$ cat src/hdl/timer_pkg.sv
// Purpose: Shared constants and types for the dual byte timer with PWM outputs
// Assumes: Register indices are word indices on APB; byte address is four times the index
// Notes: Channel 0 is the low byte, channel 1 the high byte
package timer_pkg;
    // Printed register indices and their APB byte addresses
    localparam logic [15:0] CTRL_IDX = 16'hFE18;
    localparam logic [15:0] PRESCALE_IDX = 16'hFE19;
    localparam logic [15:0] LOW_COUNT_IDX = 16'hFE1A;
    localparam logic [15:0] HIGH_COUNT_IDX = 16'hFE1B;
    localparam logic [15:0] LOW_RELOAD_IDX = 16'hFE1C;
    localparam logic [15:0] HIGH_RELOAD_IDX = 16'hFE1D;
    localparam int ADDR_W = 18;
    localparam logic [ADDR_W-1:0] CTRL_ADDR = {CTRL_IDX, 2'b00};
    localparam logic [ADDR_W-1:0] PRESCALE_ADDR = {PRESCALE_IDX, 2'b00};
    localparam logic [ADDR_W-1:0] LOW_COUNT_ADDR = {LOW_COUNT_IDX, 2'b00};
    localparam logic [ADDR_W-1:0] HIGH_COUNT_ADDR = {HIGH_COUNT_IDX, 2'b00};
    localparam logic [ADDR_W-1:0] LOW_RELOAD_ADDR = {LOW_RELOAD_IDX, 2'b00};
    localparam logic [ADDR_W-1:0] HIGH_RELOAD_ADDR = {HIGH_RELOAD_IDX, 2'b00};

    // Reset values, counter limits and prescale divider constants
    localparam logic [7:0] CTRL_RESET = 8'h00;
    localparam logic [7:0] PRESCALE_RESET = 8'h00;
    localparam logic [7:0] RELOAD_RESET = 8'h00;
    localparam logic [7:0] COUNT_ZERO = 8'h00;
    localparam logic [7:0] COUNT_TOP = 8'hFF;
    localparam logic [7:0] DIV_MASK_FULL = 8'hFF;
    localparam logic [2:0] DIV_CODE_MAX = 3'h7;

    // Field layout of timer_control, bit 7 down to bit 0
    typedef struct packed {
        logic high_run;
        logic low_run;
        logic length_select;
        logic output_mode_select;
        logic high_match_flag;
        logic high_irq_enable;
        logic low_match_flag;
        logic low_irq_enable;
    } timer_control_t;

    // Field layout of prescale_config, bit 7 down to bit 0
    typedef struct packed {
        logic high_prescale_enable;
        logic [2:0] high_prescale_code;
        logic low_prescale_enable;
        logic [2:0] low_prescale_code;
    } prescale_config_t;

    // Prescale setting of one byte: enable then code
    typedef struct packed {
        logic enable;
        logic [2:0] code;
    } div_setting_t;

    // Operating mode is {length_select, output_mode_select}
    typedef enum logic [1:0] {
        MODE_SPLIT_TOGGLE = 2'b00,
        MODE_SPLIT_PWM = 2'b01,
        MODE_LONG_TOGGLE = 2'b10,
        MODE_LONG_MIXED = 2'b11
    } timer_mode_t;
endpackage

$ cat src/hdl/dual_byte_timer_pwm.sv
// Purpose: Two 8-bit up-counters with prescalers, match buffers, toggle/PWM outputs
// Assumes: APB slave with zero wait states; event input arrives from a pin
// Notes: Index 0 of each per-byte array is the low byte, index 1 the high byte
// Behaviour
// High byte stopped: count zero, buffer follows reload
// Low byte stopped: count zero, buffer follows reload
// Length bit chains high byte onto low
// Each byte has its own match signal
// Mode bits pick toggle or PWM outputs
// PWM period is 256 prescaled counts
// Toggle output inverts on every match
// Mode 3 high byte counts low PWM periods
// High flag set at zero, software clears
// Low flag set at zero, software clears
// High enable and flag raise interrupt
// Low enable and flag raise interrupt
// Prescale change waits for buffer reload
// High prescale divides by 1 or 2..256
// Low prescale divides by 1 or 2..256
// Counters read-only, step per prescaler pulse
// Running low buffer reloads only when count reaches zero
// Running high buffer reloads only when count reaches zero
// Low match compares against buffer, not register
// Counters clear on match per mode
// PWM clears on overflow, sets on match
// Output high when stopped, low at FFH
// Prescaler input clock chosen by mode
// Writes land at access edge, reads passive
`timescale 1ns/1ns
module dual_byte_timer_pwm (
    input wire logic CLK,
    input wire logic RST,
    input wire logic PSEL,
    input wire logic PENABLE,
    input wire logic PWRITE,
    input wire logic [31:0] PADDR,
    input wire logic [31:0] PWDATA,
    output logic [31:0] PRDATA,
    output logic PREADY,
    output logic PSLVERR,
    input wire logic EVENT_IN,
    input wire logic EVENT_SELECT,
    output logic HIGH_WAVE_OUT,
    output logic LOW_WAVE_OUT,
    output logic TIMER_IRQ
);
    import timer_pkg::*;

    timer_control_t ctrl;
    prescale_config_t prescale;
    logic [7:0] reload [2];
    logic [7:0] cnt [2];
    logic [7:0] mbuf [2];
    logic [7:0] pre_cnt [2];
    div_setting_t div_sel [2];
    logic [1:0] wave;
    logic [31:0] rdata_hold;
    logic half_phase;
    logic event_meta;
    logic event_sync;
    logic event_last;

    // Per-byte control and event wires
    logic [1:0] run;
    logic [1:0] src_tick;
    logic [1:0] pre_tick;
    logic [1:0] cnt_tick;
    logic [1:0] is_match;
    logic [1:0] clr_on_match;
    logic [1:0] pwm_mode;
    logic [1:0] match_ev;
    logic [1:0] ovf_ev;
    logic [1:0] reach0;
    logic [7:0] next_cnt [2];
    logic [7:0] div_last [2];
    div_setting_t div_req [2];

    // APB decode
    wire in_range = (PADDR[31:ADDR_W] == '0);
    wire [ADDR_W-1:0] addr = PADDR[ADDR_W-1:0];
    wire hit_ctrl = in_range && (addr == CTRL_ADDR);
    wire hit_pre = in_range && (addr == PRESCALE_ADDR);
    wire hit_lcnt = in_range && (addr == LOW_COUNT_ADDR);
    wire hit_hcnt = in_range && (addr == HIGH_COUNT_ADDR);
    wire hit_lrel = in_range && (addr == LOW_RELOAD_ADDR);
    wire hit_hrel = in_range && (addr == HIGH_RELOAD_ADDR);
    wire mapped = hit_ctrl | hit_pre | hit_lcnt | hit_hcnt | hit_lrel | hit_hrel;
    wire setup_phase = PSEL && !PENABLE;
    wire access_phase = PSEL && PENABLE;
    wire wr_en = access_phase && PWRITE && mapped;
    wire [7:0] wbyte = PWDATA[7:0];
    wire [7:0] rd_byte = hit_ctrl ? ctrl :
                         hit_pre ? prescale :
                         hit_lcnt ? cnt[0] :
                         hit_hcnt ? cnt[1] :
                         hit_lrel ? reload[0] :
                         hit_hrel ? reload[1] : 8'h00;

    assign PREADY = 1'b1;
    assign PSLVERR = access_phase && !mapped;
    assign PRDATA = rdata_hold;

    // Read data is captured in setup so the access phase shows a flop output
    always_ff @(posedge CLK or posedge RST) begin
        if (RST) begin
            rdata_hold <= 32'h0000_0000;
        end else if (setup_phase) begin
            rdata_hold <= {24'h00_0000, rd_byte};
        end
    end

    // Free-running half rate enable for the 2 Tcyc count clock
    always_ff @(posedge CLK or posedge RST) begin
        if (RST) begin
            half_phase <= 1'b0;
        end else begin
            half_phase <= !half_phase;
        end
    end

    // Event pin synchroniser; the edge detector reads only the second stage onward
    always_ff @(posedge CLK or posedge RST) begin
        if (RST) begin
            event_meta <= 1'b0;
            event_sync <= 1'b0;
            event_last <= 1'b0;
        end else begin
            event_meta <= EVENT_IN;
            event_sync <= event_meta;
            event_last <= event_sync;
        end
    end

    wire event_edge = event_sync && !event_last;
    wire tick2 = half_phase;
    timer_mode_t mode;
    assign mode = timer_mode_t'({ctrl.length_select, ctrl.output_mode_select});

    assign run = {ctrl.high_run, ctrl.low_run};
    assign div_req[0] = '{prescale.low_prescale_enable, prescale.low_prescale_code};
    assign div_req[1] = '{prescale.high_prescale_enable, prescale.high_prescale_code};

    // Low prescaler input: 2 Tcyc or events in toggle modes, every cycle in PWM modes
    assign src_tick[0] = ctrl.output_mode_select ? 1'b1 :
                         (EVENT_SELECT ? event_edge : tick2);
    // High prescaler input follows the mode; modes 2 and 3 chain onto the low byte
    assign src_tick[1] = (mode == MODE_SPLIT_TOGGLE) ? tick2 :
                         (mode == MODE_SPLIT_PWM) ? 1'b1 :
                         (mode == MODE_LONG_TOGGLE) ? match_ev[0] : ovf_ev[0];

    // Low clears on match in modes 0 and 2, high in modes 0, 2 and 3
    assign clr_on_match[0] = !ctrl.output_mode_select;
    assign clr_on_match[1] = (mode != MODE_SPLIT_PWM);
    // Only the mode 1 high byte and the mode 1/3 low byte are PWM outputs
    assign pwm_mode[0] = ctrl.output_mode_select;
    assign pwm_mode[1] = (mode == MODE_SPLIT_PWM);

    genvar c;
    generate
        for (c = 0; c < 2; c++) begin : g_byte
            // Terminal prescaler count: 0 for divide by 1, 2**(code+1)-1 otherwise
            assign div_last[c] = div_sel[c].enable ?
                (DIV_MASK_FULL >> (DIV_CODE_MAX - div_sel[c].code)) : COUNT_ZERO;
            assign pre_tick[c] = run[c] && src_tick[c] && (pre_cnt[c] == div_last[c]);
            assign cnt_tick[c] = pre_tick[c];
            // Compare is against the buffer so a reload write cannot cut a period short
            assign is_match[c] = (cnt[c] == mbuf[c]);
            assign next_cnt[c] = (is_match[c] && clr_on_match[c]) ? COUNT_ZERO :
                                 8'(cnt[c] + 8'h01);
            assign match_ev[c] = cnt_tick[c] && is_match[c];
            assign ovf_ev[c] = cnt_tick[c] && (cnt[c] == COUNT_TOP) &&
                               !(is_match[c] && clr_on_match[c]);
            assign reach0[c] = cnt_tick[c] && (next_cnt[c] == COUNT_ZERO);

            always_ff @(posedge CLK or posedge RST) begin
                if (RST) begin
                    pre_cnt[c] <= COUNT_ZERO;
                end else if (!run[c]) begin
                    pre_cnt[c] <= COUNT_ZERO;
                end else if (src_tick[c]) begin
                    pre_cnt[c] <= pre_tick[c] ? COUNT_ZERO : 8'(pre_cnt[c] + 8'h01);
                end
            end

            always_ff @(posedge CLK or posedge RST) begin
                if (RST) begin
                    cnt[c] <= COUNT_ZERO;
                end else if (!run[c]) begin
                    cnt[c] <= COUNT_ZERO;
                end else if (cnt_tick[c]) begin
                    cnt[c] <= next_cnt[c];
                end
            end

            // Buffer and active prescale setting change together, only at zero while running
            always_ff @(posedge CLK or posedge RST) begin
                if (RST) begin
                    mbuf[c] <= RELOAD_RESET;
                    div_sel[c] <= '0;
                end else if (!run[c] || reach0[c]) begin
                    mbuf[c] <= reload[c];
                    div_sel[c] <= div_req[c];
                end
            end

            always_ff @(posedge CLK or posedge RST) begin
                if (RST) begin
                    wave[c] <= 1'b1;
                end else if (!run[c]) begin
                    wave[c] <= 1'b1;
                end else if (reload[c] == COUNT_TOP) begin
                    wave[c] <= 1'b0;
                end else if (pwm_mode[c]) begin
                    if (ovf_ev[c]) begin
                        wave[c] <= 1'b0;
                    end else if (match_ev[c]) begin
                        wave[c] <= 1'b1;
                    end
                end else if (match_ev[c]) begin
                    wave[c] <= !wave[c];
                end
            end
        end
    endgenerate

    // Register writes; a hardware flag set in the same cycle beats a software clear
    always_ff @(posedge CLK or posedge RST) begin
        if (RST) begin
            ctrl <= timer_control_t'(CTRL_RESET);
            prescale <= prescale_config_t'(PRESCALE_RESET);
            reload[0] <= RELOAD_RESET;
            reload[1] <= RELOAD_RESET;
        end else begin
            if (wr_en && hit_ctrl) begin
                ctrl <= timer_control_t'(wbyte);
            end
            if (wr_en && hit_pre) begin
                prescale <= prescale_config_t'(wbyte);
            end
            if (wr_en && hit_lrel) begin
                reload[0] <= wbyte;
            end
            if (wr_en && hit_hrel) begin
                reload[1] <= wbyte;
            end
            if (reach0[1]) begin
                ctrl.high_match_flag <= 1'b1;
            end
            if (reach0[0]) begin
                ctrl.low_match_flag <= 1'b1;
            end
        end
    end

    assign TIMER_IRQ = (ctrl.high_irq_enable && ctrl.high_match_flag) ||
                       (ctrl.low_irq_enable && ctrl.low_match_flag);
    assign HIGH_WAVE_OUT = wave[1];
    assign LOW_WAVE_OUT = wave[0];
endmodule

$ cat config.mk
export PLATFORM = sky130hd
export DESIGN_NAME = dual_byte_timer_pwm
export DESIGN_NICKNAME = d
export VERILOG_FILES = /design/src/hdl/timer_pkg.sv /design/src/hdl/dual_byte_timer_pwm.sv
export SDC_FILE = /design/constraint.sdc
export NUM_CORES = 1
export LEC_CHECK = 0
export ABC_AREA = 1
export BUFFER_PORTS_ARGS = -buffer_cell sky130_fd_sc_hd__clkbuf_2
export CAP_MARGIN = 20
export CORE_ASPECT_RATIO = 1.5
export CORE_MARGIN = 3
export CORE_UTILIZATION = 47
export DETAILED_ROUTE_END_ITERATION = 12
export PLACE_DENSITY = 0.74
export RECOVER_POWER = 50
export SLEW_MARGIN = 20
export SYNTH_ARGS = -nofsm -noshare
export SYNTH_HDL_FRONTEND = slang
export SYNTH_SLANG_ARGS = --single-unit
$ cat constraint.sdc
create_clock -name CLK -period 4.4 [get_ports CLK]
set_input_delay 0.88 -clock CLK [delete_from_list [all_inputs] [get_ports CLK]]
set_output_delay 0.88 -clock CLK [all_outputs]
set_load 0.02 [all_outputs]
### Yosys cells after proc, flatten, opt, wreduce, memory -nomap -nowiden

Cells that the tools add are included.

| operators by class | value |
|---|---|
| reductions and logical operators | 54 |
| add/sub/neg operators | 6 |
| mux-type cells | 40 |
| equal/unequal tests | 25 |
| order comparisons | 0 |
| multipliers | 0 |
| divide/modulo/power cells | 0 |
| bitwise logic cells | 5 |
| shift-type cells | 2 |

Operators with widths:

| cell | count |
|---|---|
| two-way mux 8 bit | 20 |
| equality test 18 bit, second input constant | 6 |
| adder 8 x 1 -> 8 bit, second input constant | 4 |
| equality test 8 bit | 4 |
| equality test 8 bit, second input constant | 4 |
| logical AND 1 bit | 32 |
| two-way mux 1 bit | 19 |
| zero test 8 bit | 2 |
| right shift 8 x 3 -> 8 bit, first input constant | 2 |
| zero test 14 bit | 1 |
| != test 4 x 1 -> 1 bit, second input constant | 3 |
| zero test 1 bit | 11 |
| != test 2 x 1 -> 1 bit, second input constant | 5 |
| subtractor 3 bit, first input constant | 2 |
| OR 1 bit | 5 |
| two-way mux 4 bit | 1 |
| != test 4 x 2 -> 1 bit, second input constant | 1 |
| AND reduction 2 bit | 2 |
| nonzero test 2 bit | 2 |
| logical OR 1 bit | 3 |
| equality test 2 x 1 -> 1 bit, second input constant | 1 |
| equality test 2 bit, second input constant | 1 |
| zero test 2 bit | 1 |

| storage, ports and cells | value |
|---|---|
| logic and storage cells | 163 |
| input port bits | 71 |
| output and inout port bits | 37 |
| latch bits | 0 |
| RAM bits | 0 |
| flip-flop bits (word level) | 102 |
| memories kept | 0 |
| ROM bits | 0 |

### Depth between registers and ports, before layout

Gate-level depths: netlist (run 1).

| logic depth | value |
|---|---|
| depth in word-level cells | 19 |
| gate-level depth with buffers | 16 |
| depth with buffers taken out | 15 |

### Worst setup path before layout (run 1)

No wires, ideal clock.

| timing path | value |
|---|---|
| path kind | input to output |
| from | input port PADDR[19] |
| to | output port PSLVERR |
| path slack | 1.739 ns |
| cell stages on the path | 6 |
| arrival | 1.781 ns |
| path buffers | 0 |
| required time | 3.520 ns |
| cell sequence | or2_1 > nor3_1 > nand4_1 > nor2_2 > o21ai_1 > and3_1 |

| between the ends | value |
|---|---|
| longest elaborated chain between the ends | 9 |
| elaborated cells between the ends (all ways) | 14 |
| classes of those cells | bitwise (5); reduce/logical (9) |

Ends and longest elaborated chain:

| element | line | RTL |
|---|---|---|
| start, declared | dual_byte_timer_pwm.sv:36 | `input wire logic [31:0] PADDR,` |
| zero test 14 bit (*) | dual_byte_timer_pwm.sv:79 | `wire in_range = (PADDR[31:ADDR_W] == '0);` |
| logical AND 1 bit (on tied branches) | dual_byte_timer_pwm.sv:81, dual_byte_timer_pwm.sv:82 |  |
| OR 1 bit (4 in series) | dual_byte_timer_pwm.sv:87 | `wire mapped = hit_ctrl \| hit_pre \| hit_lcnt \| hit_hcnt \| hit_lrel \| hit_hrel;` |
| OR 1 bit (*) | dual_byte_timer_pwm.sv:87 |  |
| zero test 1 bit (*) | dual_byte_timer_pwm.sv:100 | `assign PSLVERR = access_phase && !mapped;` |
| logical AND 1 bit (*) | dual_byte_timer_pwm.sv:100 |  |
| end, declared | dual_byte_timer_pwm.sv:40 | `output logic PSLVERR,` |

Mark *: on every way between the ends. The rest lies on a longest branch, timed or not.

### Worst setup path in the final report (run 1)

| timing path | value |
|---|---|
| from | input port PADDR[1] |
| to | output port PSLVERR |

| between the ends | value |
|---|---|
| longest elaborated chain between the ends | 9 |
| elaborated cells between the ends (all ways) | 19 |
| classes of those cells | eq/ne (6); bitwise (5); reduce/logical (8) |

Ends and longest elaborated chain:

| element | line |
|---|---|
| equality test 18 bit (on tied branches) | dual_byte_timer_pwm.sv:81, dual_byte_timer_pwm.sv:82 |
| logical AND 1 bit (on tied branches) | dual_byte_timer_pwm.sv:81, dual_byte_timer_pwm.sv:82 |
| OR 1 bit (4 in series) | dual_byte_timer_pwm.sv:87 |
| OR 1 bit (*) | dual_byte_timer_pwm.sv:87 |
| zero test 1 bit (*) | dual_byte_timer_pwm.sv:100 |
| logical AND 1 bit (*) | dual_byte_timer_pwm.sv:100 |

Marked as above.

==> results.json, run 1 <==
{
  "wirelength_um": 16500,
  "start_util_pct": 48.1,
  "dieWidth_um": 102,
  "first_pass_iters": 5,
  "track_usage_pct": 22.4,
  "period_share_pct": 77.2,
  "cts_setup_buffers": 0,
  "worstPathMaxFanout": 13,
  "holdWs_ps": 365,
  "cts_tree": "built",
  "fin_crit_ps": 3400,
  "clock_latency_ps": 350,
  "placed_cell_area_um2": 6810,
  "grt-ovfl-total": 0,
  "violations": "max-capacitance violations, max-slew violations",
  "path_class": "primary input to primary output",
  "hold_class": "register to register",
  "clk_path_buf_depth": 2,
  "final_cell_mix": "nand2_1 (251), inv_1 (102), dfrtp_1 (100)",
  "min_path_cells": 0,
  "cp.required_ps": 3520,
  "hold_viol_final": 0,
  "fin_util_pct": 52.2,
  "cts_hold_buf": 0,
  "irDropWorstVdd_mv": 0.172,
  "clk_pin_slew_worst_paths_ps": 70,
  "cts_buffers": 9,
  "cts_resized": 0,
  "post-dp-hpwl_um": 12800,
  "drt_iter0_markers": 371,
  "grt_pass1_vias": 5615,
  "maxCapViolCount": 1,
  "ys_seq_area_share_pct": 39.0,
  "worst_pin_slew_ps": 2550,
  "final_common_cell": "nand2_1",
  "dieArea_um2": 15400,
  "slowest_stage": "nor2_2",
  "reg2reg_to": "div_sel[4]$_DFFE_PP0P_",
  "r2r_cells": 12,
  "p_leak_nw": 3.54,
  "rrSetupSlack_ps": 1700,
  "clockRootBuffer": "clkbuf_16",
  "nNetsFinal": 1018,
  "reg2reg_from": "ctrl[6]$_DFFE_PP0P_",
  "gp_congestion": 0.946,
  "synth_top_area_share_pct": 38.2,
  "synth-async-reset-ratio_pct": 100,
  "fin_skew_ps": 9.93,
  "worst_setup_path_start_kind": "primary input",
  "drc": 0,
  "syn_area_um2": 6550,
  "grt_pass1_wl_um": 27000,
  "whs_endpoint": "event_sync$_DFF_PP0_",
  "crit_arrival_ps": 2520,
  "ioPinCount": 108,
  "synth_top_area_cell": "dfrtp_1",
  "drive_gt1_share_pct": 13.5,
  "ant_nets": 0,
  "die_h_um": 151,
  "yosysUniqueCellTypes": 51,
  "setup_viol": 0,
  "num_rows": 52,
  "slowest_delay_ps": 420,
  "antenna_cells": 0,
  "final_area_um2": 7090,
  "endpoint_kind": "primary output",
  "synth.top_cells.by_area": "dfrtp_1 (38%), nand2_1 (14%), nand3_1 (6.5%), inv_1 (5.9%), buf_4 (3.3%)",
  "final_max_slew_viol_count": 57,
  "relSlewSlack_pct": -71.1,
  "cts_max_level": 3,
  "vias": 5872,
  "coreArea_um2": 13600,
  "total_power_w": 0.00182,
  "rsz0062_at_grt": "no",
  "yosys_warnings": 0,
  "area_delta_synth_final_pct": 8.37,
  "max_freq_ghz": 0.294,
  "synthFlopType": "dfrtp_1",
  "avgSynthCellArea_um2": 7.31,
  "grt_start_max_net_pins": 57,
  "routedWlPerCell_um": 14.8,
  "fin_tns_setup_ps": 0,
  "via_per_inst": 5.29,
  "outcome": "finished with violations",
  "synth_edf_count": 0,
  "ys_ff_latch": 102,
  "min_from": "event_meta$_DFF_PP0_",
  "synthCells": 896,
  "p_per_area_nw_per_um2": 257,
  "path_cells": "clkbuf_2 -> nor2_1 -> nand2_1 -> nor2_1 -> nand3_1 -> nor2_2 -> o21ai_1 -> and3_1 -> clkbuf_2",
  "antenna_found_initial": 0,
  "cts_num_sinks": 102,
  "io_buffers": 58
}
state kept, by name, indices dropped and copies added (netlist names), 8 cells and up:
signal	flops
PRDATA	8
cnt	16
ctrl	8
div_req	8
div_sel	8
mbuf	16
pre_cnt	16
reload	16
through the flow:
stage | worst slack (ps) | std cells
floorplan | 848 | 919
global placement | 1060 | 1094
detailed placement | 1030 | 1094
CTS | 1020 | 1110
global route | 527 | 1110
finish | 1000 | 1110
logic make-up (layout without fill, tap and decap cells):
group,after synthesis,count (layout),share of synthesized area [%]
compound gates,105,105,9.33
buf+inv,161,190,11.7
xor+xnor,25,25,3.46
simple gates,497,497,35.6
other cells,2,25,0.115
flops,102,102,39.0
fa+ha+maj,4,4,0.765
worst max path at each step:
stage	from	end	cells past startpoint
after CTS	PADDR[1]	PSLVERR	9
after floorplan	RST	PRDATA[0]$_DFFE_PP0P_	1
after detailed placement	PADDR[1]	PSLVERR	9
after global routing	RST	div_req[0]$_DFFE_PP0P_	3
after global placement	PADDR[1]	PSLVERR	9
final	PADDR[1]	PSLVERR	9
power by group:
part / total (W) / switching, W / internal (W)
Combinational: 0.0000906 / 0.0000691 / 0.0000215
Sequential: 0.000939 / 0.000000496 / 0.000939
Clock: 0.000792 / 0.000351 / 0.000440
Total: 0.00182 / 0.000421 / 0.00140
critical path: cells and delay by family:
family | cells | cell delay, ps
AO/OA/AOI/OAI | 1 | 270
buffers and inverters | 2 | 240
AND/OR/NAND/NOR | 6 | 1110
synthesized netlist by cell type, types with 7 or more instances:
master / count
inv_2: 7
nor2_2: 8
nand4_1: 32
nand3_2: 10
o21ai_1: 23
xnor2_1: 12
buf_2: 9
nand2_1: 251
a21oi_1: 17
inv_1: 103
xor2_1: 12
nand2_2: 8
dfrtp_1: 100
o211ai_1: 8
nand3_1: 85
o22ai_1: 7
buf_4: 29
nor2_1: 58
o21ai_0: 40
nor3_1: 19
per-layer routing:
layer  GRT usage (%)  up-vias  share of wire (%)
li1                -     2958                  -
met1            25.3     2725                 38
met2            40.7      146                 54
met3            3.48       43                3.8
met4            10.4        0                4.2
met5               0        -                  0
final cells by class:
| cell class | count | area, µm² |
|---|---|---|
| Fill cell | 1326 | 6500 |
| Multi-Input combinational cell | 656 | 3310 |
| Sequential cell | 102 | 2550 |
| Inverter | 113 | 428 |
| Timing Repair Buffer | 61 | 303 |
| Clock buffer | 10 | 229 |
| Tap cell | 162 | 203 |
| Clock inverter | 6 | 63.8 |
Note: power is estimated with default switching activity, not from simulation.
==> inputs of run 2 (changes only) <==
==> constraint.sdc (replaced) <==
create_clock -name CLK -period 3.45 [get_ports CLK]
set_input_delay 0.69 -clock CLK [delete_from_list [all_inputs] [get_ports CLK]]
set_output_delay 0.69 -clock CLK [all_outputs]
set_load 0.02 [all_outputs]
==> results.json, run 2 (same netlist as run 1, synthesis figures left out) <==
{
  "path_class": "primary input to primary output",
  "r2r_cells": 13,
  "grt_pass1_vias": 5686,
  "area_delta_synth_final_pct": 9.12,
  "final_cell_mix": "nand2_1 (251), inv_1 (103), dfrtp_1 (100)",
  "setup_viol": 0,
  "antenna_found_initial": 0,
  "fin_tns_setup_ps": 0,
  "clock_latency_ps": 350,
  "violations": "max-capacitance violations, max-slew violations",
  "ant_nets": 0,
  "drive_gt1_share_pct": 13.9,
  "die_h_um": 151,
  "first_pass_iters": 5,
  "dieArea_um2": 15400,
  "crit_arrival_ps": 2100,
  "fin_skew_ps": 9.28,
  "nNetsFinal": 1020,
  "ioPinCount": 108,
  "coreArea_um2": 13600,
  "cts_hold_buf": 0,
  "cts_tree": "built",
  "num_rows": 52,
  "maxCapViolCount": 1,
  "antenna_cells": 0,
  "hold_viol_final": 0,
  "final_cells": 1112,
  "clk_path_buf_depth": 2,
  "p_leak_nw": 3.58,
  "worst_pin_slew_ps": 2350,
  "cts_num_sinks": 102,
  "irDropWorstVdd_mv": 0.293,
  "grt_pass1_wl_um": 27100,
  "min_path_cells": 0,
  "dpl.cell_count": 1096,
  "worst_setup_path_start_kind": "primary input",
  "relSlewSlack_pct": -56.7,
  "start_util_pct": 48.1,
  "cts_buffers": 9,
  "vias": 5979,
  "hold_class": "register to register",
  "gp_congestion": 0.926,
  "drt_iter0_markers": 312,
  "cp.required_ps": 2760,
  "via_per_inst": 5.38,
  "wirelength_um": 16400,
  "fin_crit_ps": 2790,
  "post-dp-hpwl_um": 12800,
  "io_buffers": 58,
  "drc": 0,
  "clockRootBuffer": "clkbuf_16",
  "final_max_slew_viol_count": 59,
  "grt_start_max_net_pins": 60,
  "cts_setup_buffers": 0,
  "endpoint_kind": "primary output",
  "period_share_pct": 80.9,
  "final_common_cell": "nand2_1",
  "outcome": "finished with violations",
  "cts_resized": 0,
  "max_freq_ghz": 0.358,
  "worstPathMaxFanout": 13,
  "cts_max_level": 3,
  "grt-ovfl-total": 0,
  "p_per_area_nw_per_um2": 331,
  "rsz0062_at_grt": "no",
  "track_usage_pct": 22.4,
  "dieWidth_um": 102,
  "routedWlPerCell_um": 14.8,
  "clk_pin_slew_worst_paths_ps": 70
}
==> run 2: cell types whose count changed in the layout (fill, tap and decap cells not counted), sizes merged <==
cell,previous run,this run
buf,1,5
inv,110,113
clkbuf,70,68
clkinvlp,3,1
clkinv,5,4
==> run 2: area by class of cell <==
cell class / instances / area [µm²]
Multi-Input combinational cell: 656 / 3310
Sequential cell: 102 / 2550
Clock inverter: 6 / 68.8
Inverter: 113 / 427
Timing Repair Buffer: 63 / 338
Tap cell: 162 / 203
Fill cell: 1327 / 6450
Clock buffer: 10 / 239
==> run 2: power breakdown <==
group          internal [W]  total (W)  switching [W]
combinational     0.0000293   0.000118      0.0000884
clock              0.000588    0.00105       0.000465
sequential          0.00120    0.00120    0.000000615
==> run 2: critical path, stage by stage <==
cell and delay [ps]:
clkbuf_2 70, or2_1 250, nor3_1 150, nand4_1 120, nor2_2 90, buf_4 180, o21ai_1 200, and3_1 210
clkbuf_2 150
==> run 2: per-layer routing <==
metal / vias up / global-route usage [%] / part of all wire, %
li1: 2965 / - / -
met1: 2816 / 25.7 / 38
met4: 0 / 10.4 / 3.9
met3: 38 / 2.55 / 3.8
met5: - / 0 / 0
met2: 160 / 40.9 / 54
==> run 2: worst paths after layout <==
path | startpoint | end | slack (ps)
worst max-delay path | PADDR[19] | PSLVERR | 660
max in group asynchronous | RST | pre_cnt[9]$_DFFE_PP0P_ | 980
worst min register to register | event_meta$_DFF_PP0_ | event_sync$_DFF_PP0_ | 360
min in group asynchronous | RST | cnt[10]$_DFFE_PP0P_ | 1120
worst min-delay path | event_meta$_DFF_PP0_ | event_sync$_DFF_PP0_ | 360
worst max register to register | cnt[9]$_DFFE_PP0P_ | cnt[1]$_DFFE_PP0P_ | 930
==> run 2: stage by stage <==
step / total power (W) / utilization (%) / hold WS (ps) / setup slack [ps] / cell area [µm²]
after global placement: 0.00134 / 50.3 / 337 / 686 / 6840
after global routing: 0.00245 / 52.5 / 369 / 484 / 7140
after floorplan: 0.00131 / - / 331 / 87.8 / 6630
after CTS: 0.00238 / 52.6 / 365 / 665 / 7150
after detailed placement: 0.00134 / 50.3 / 350 / 659 / 6840
final: 0.00237 / 52.5 / 362 / 659 / 7140
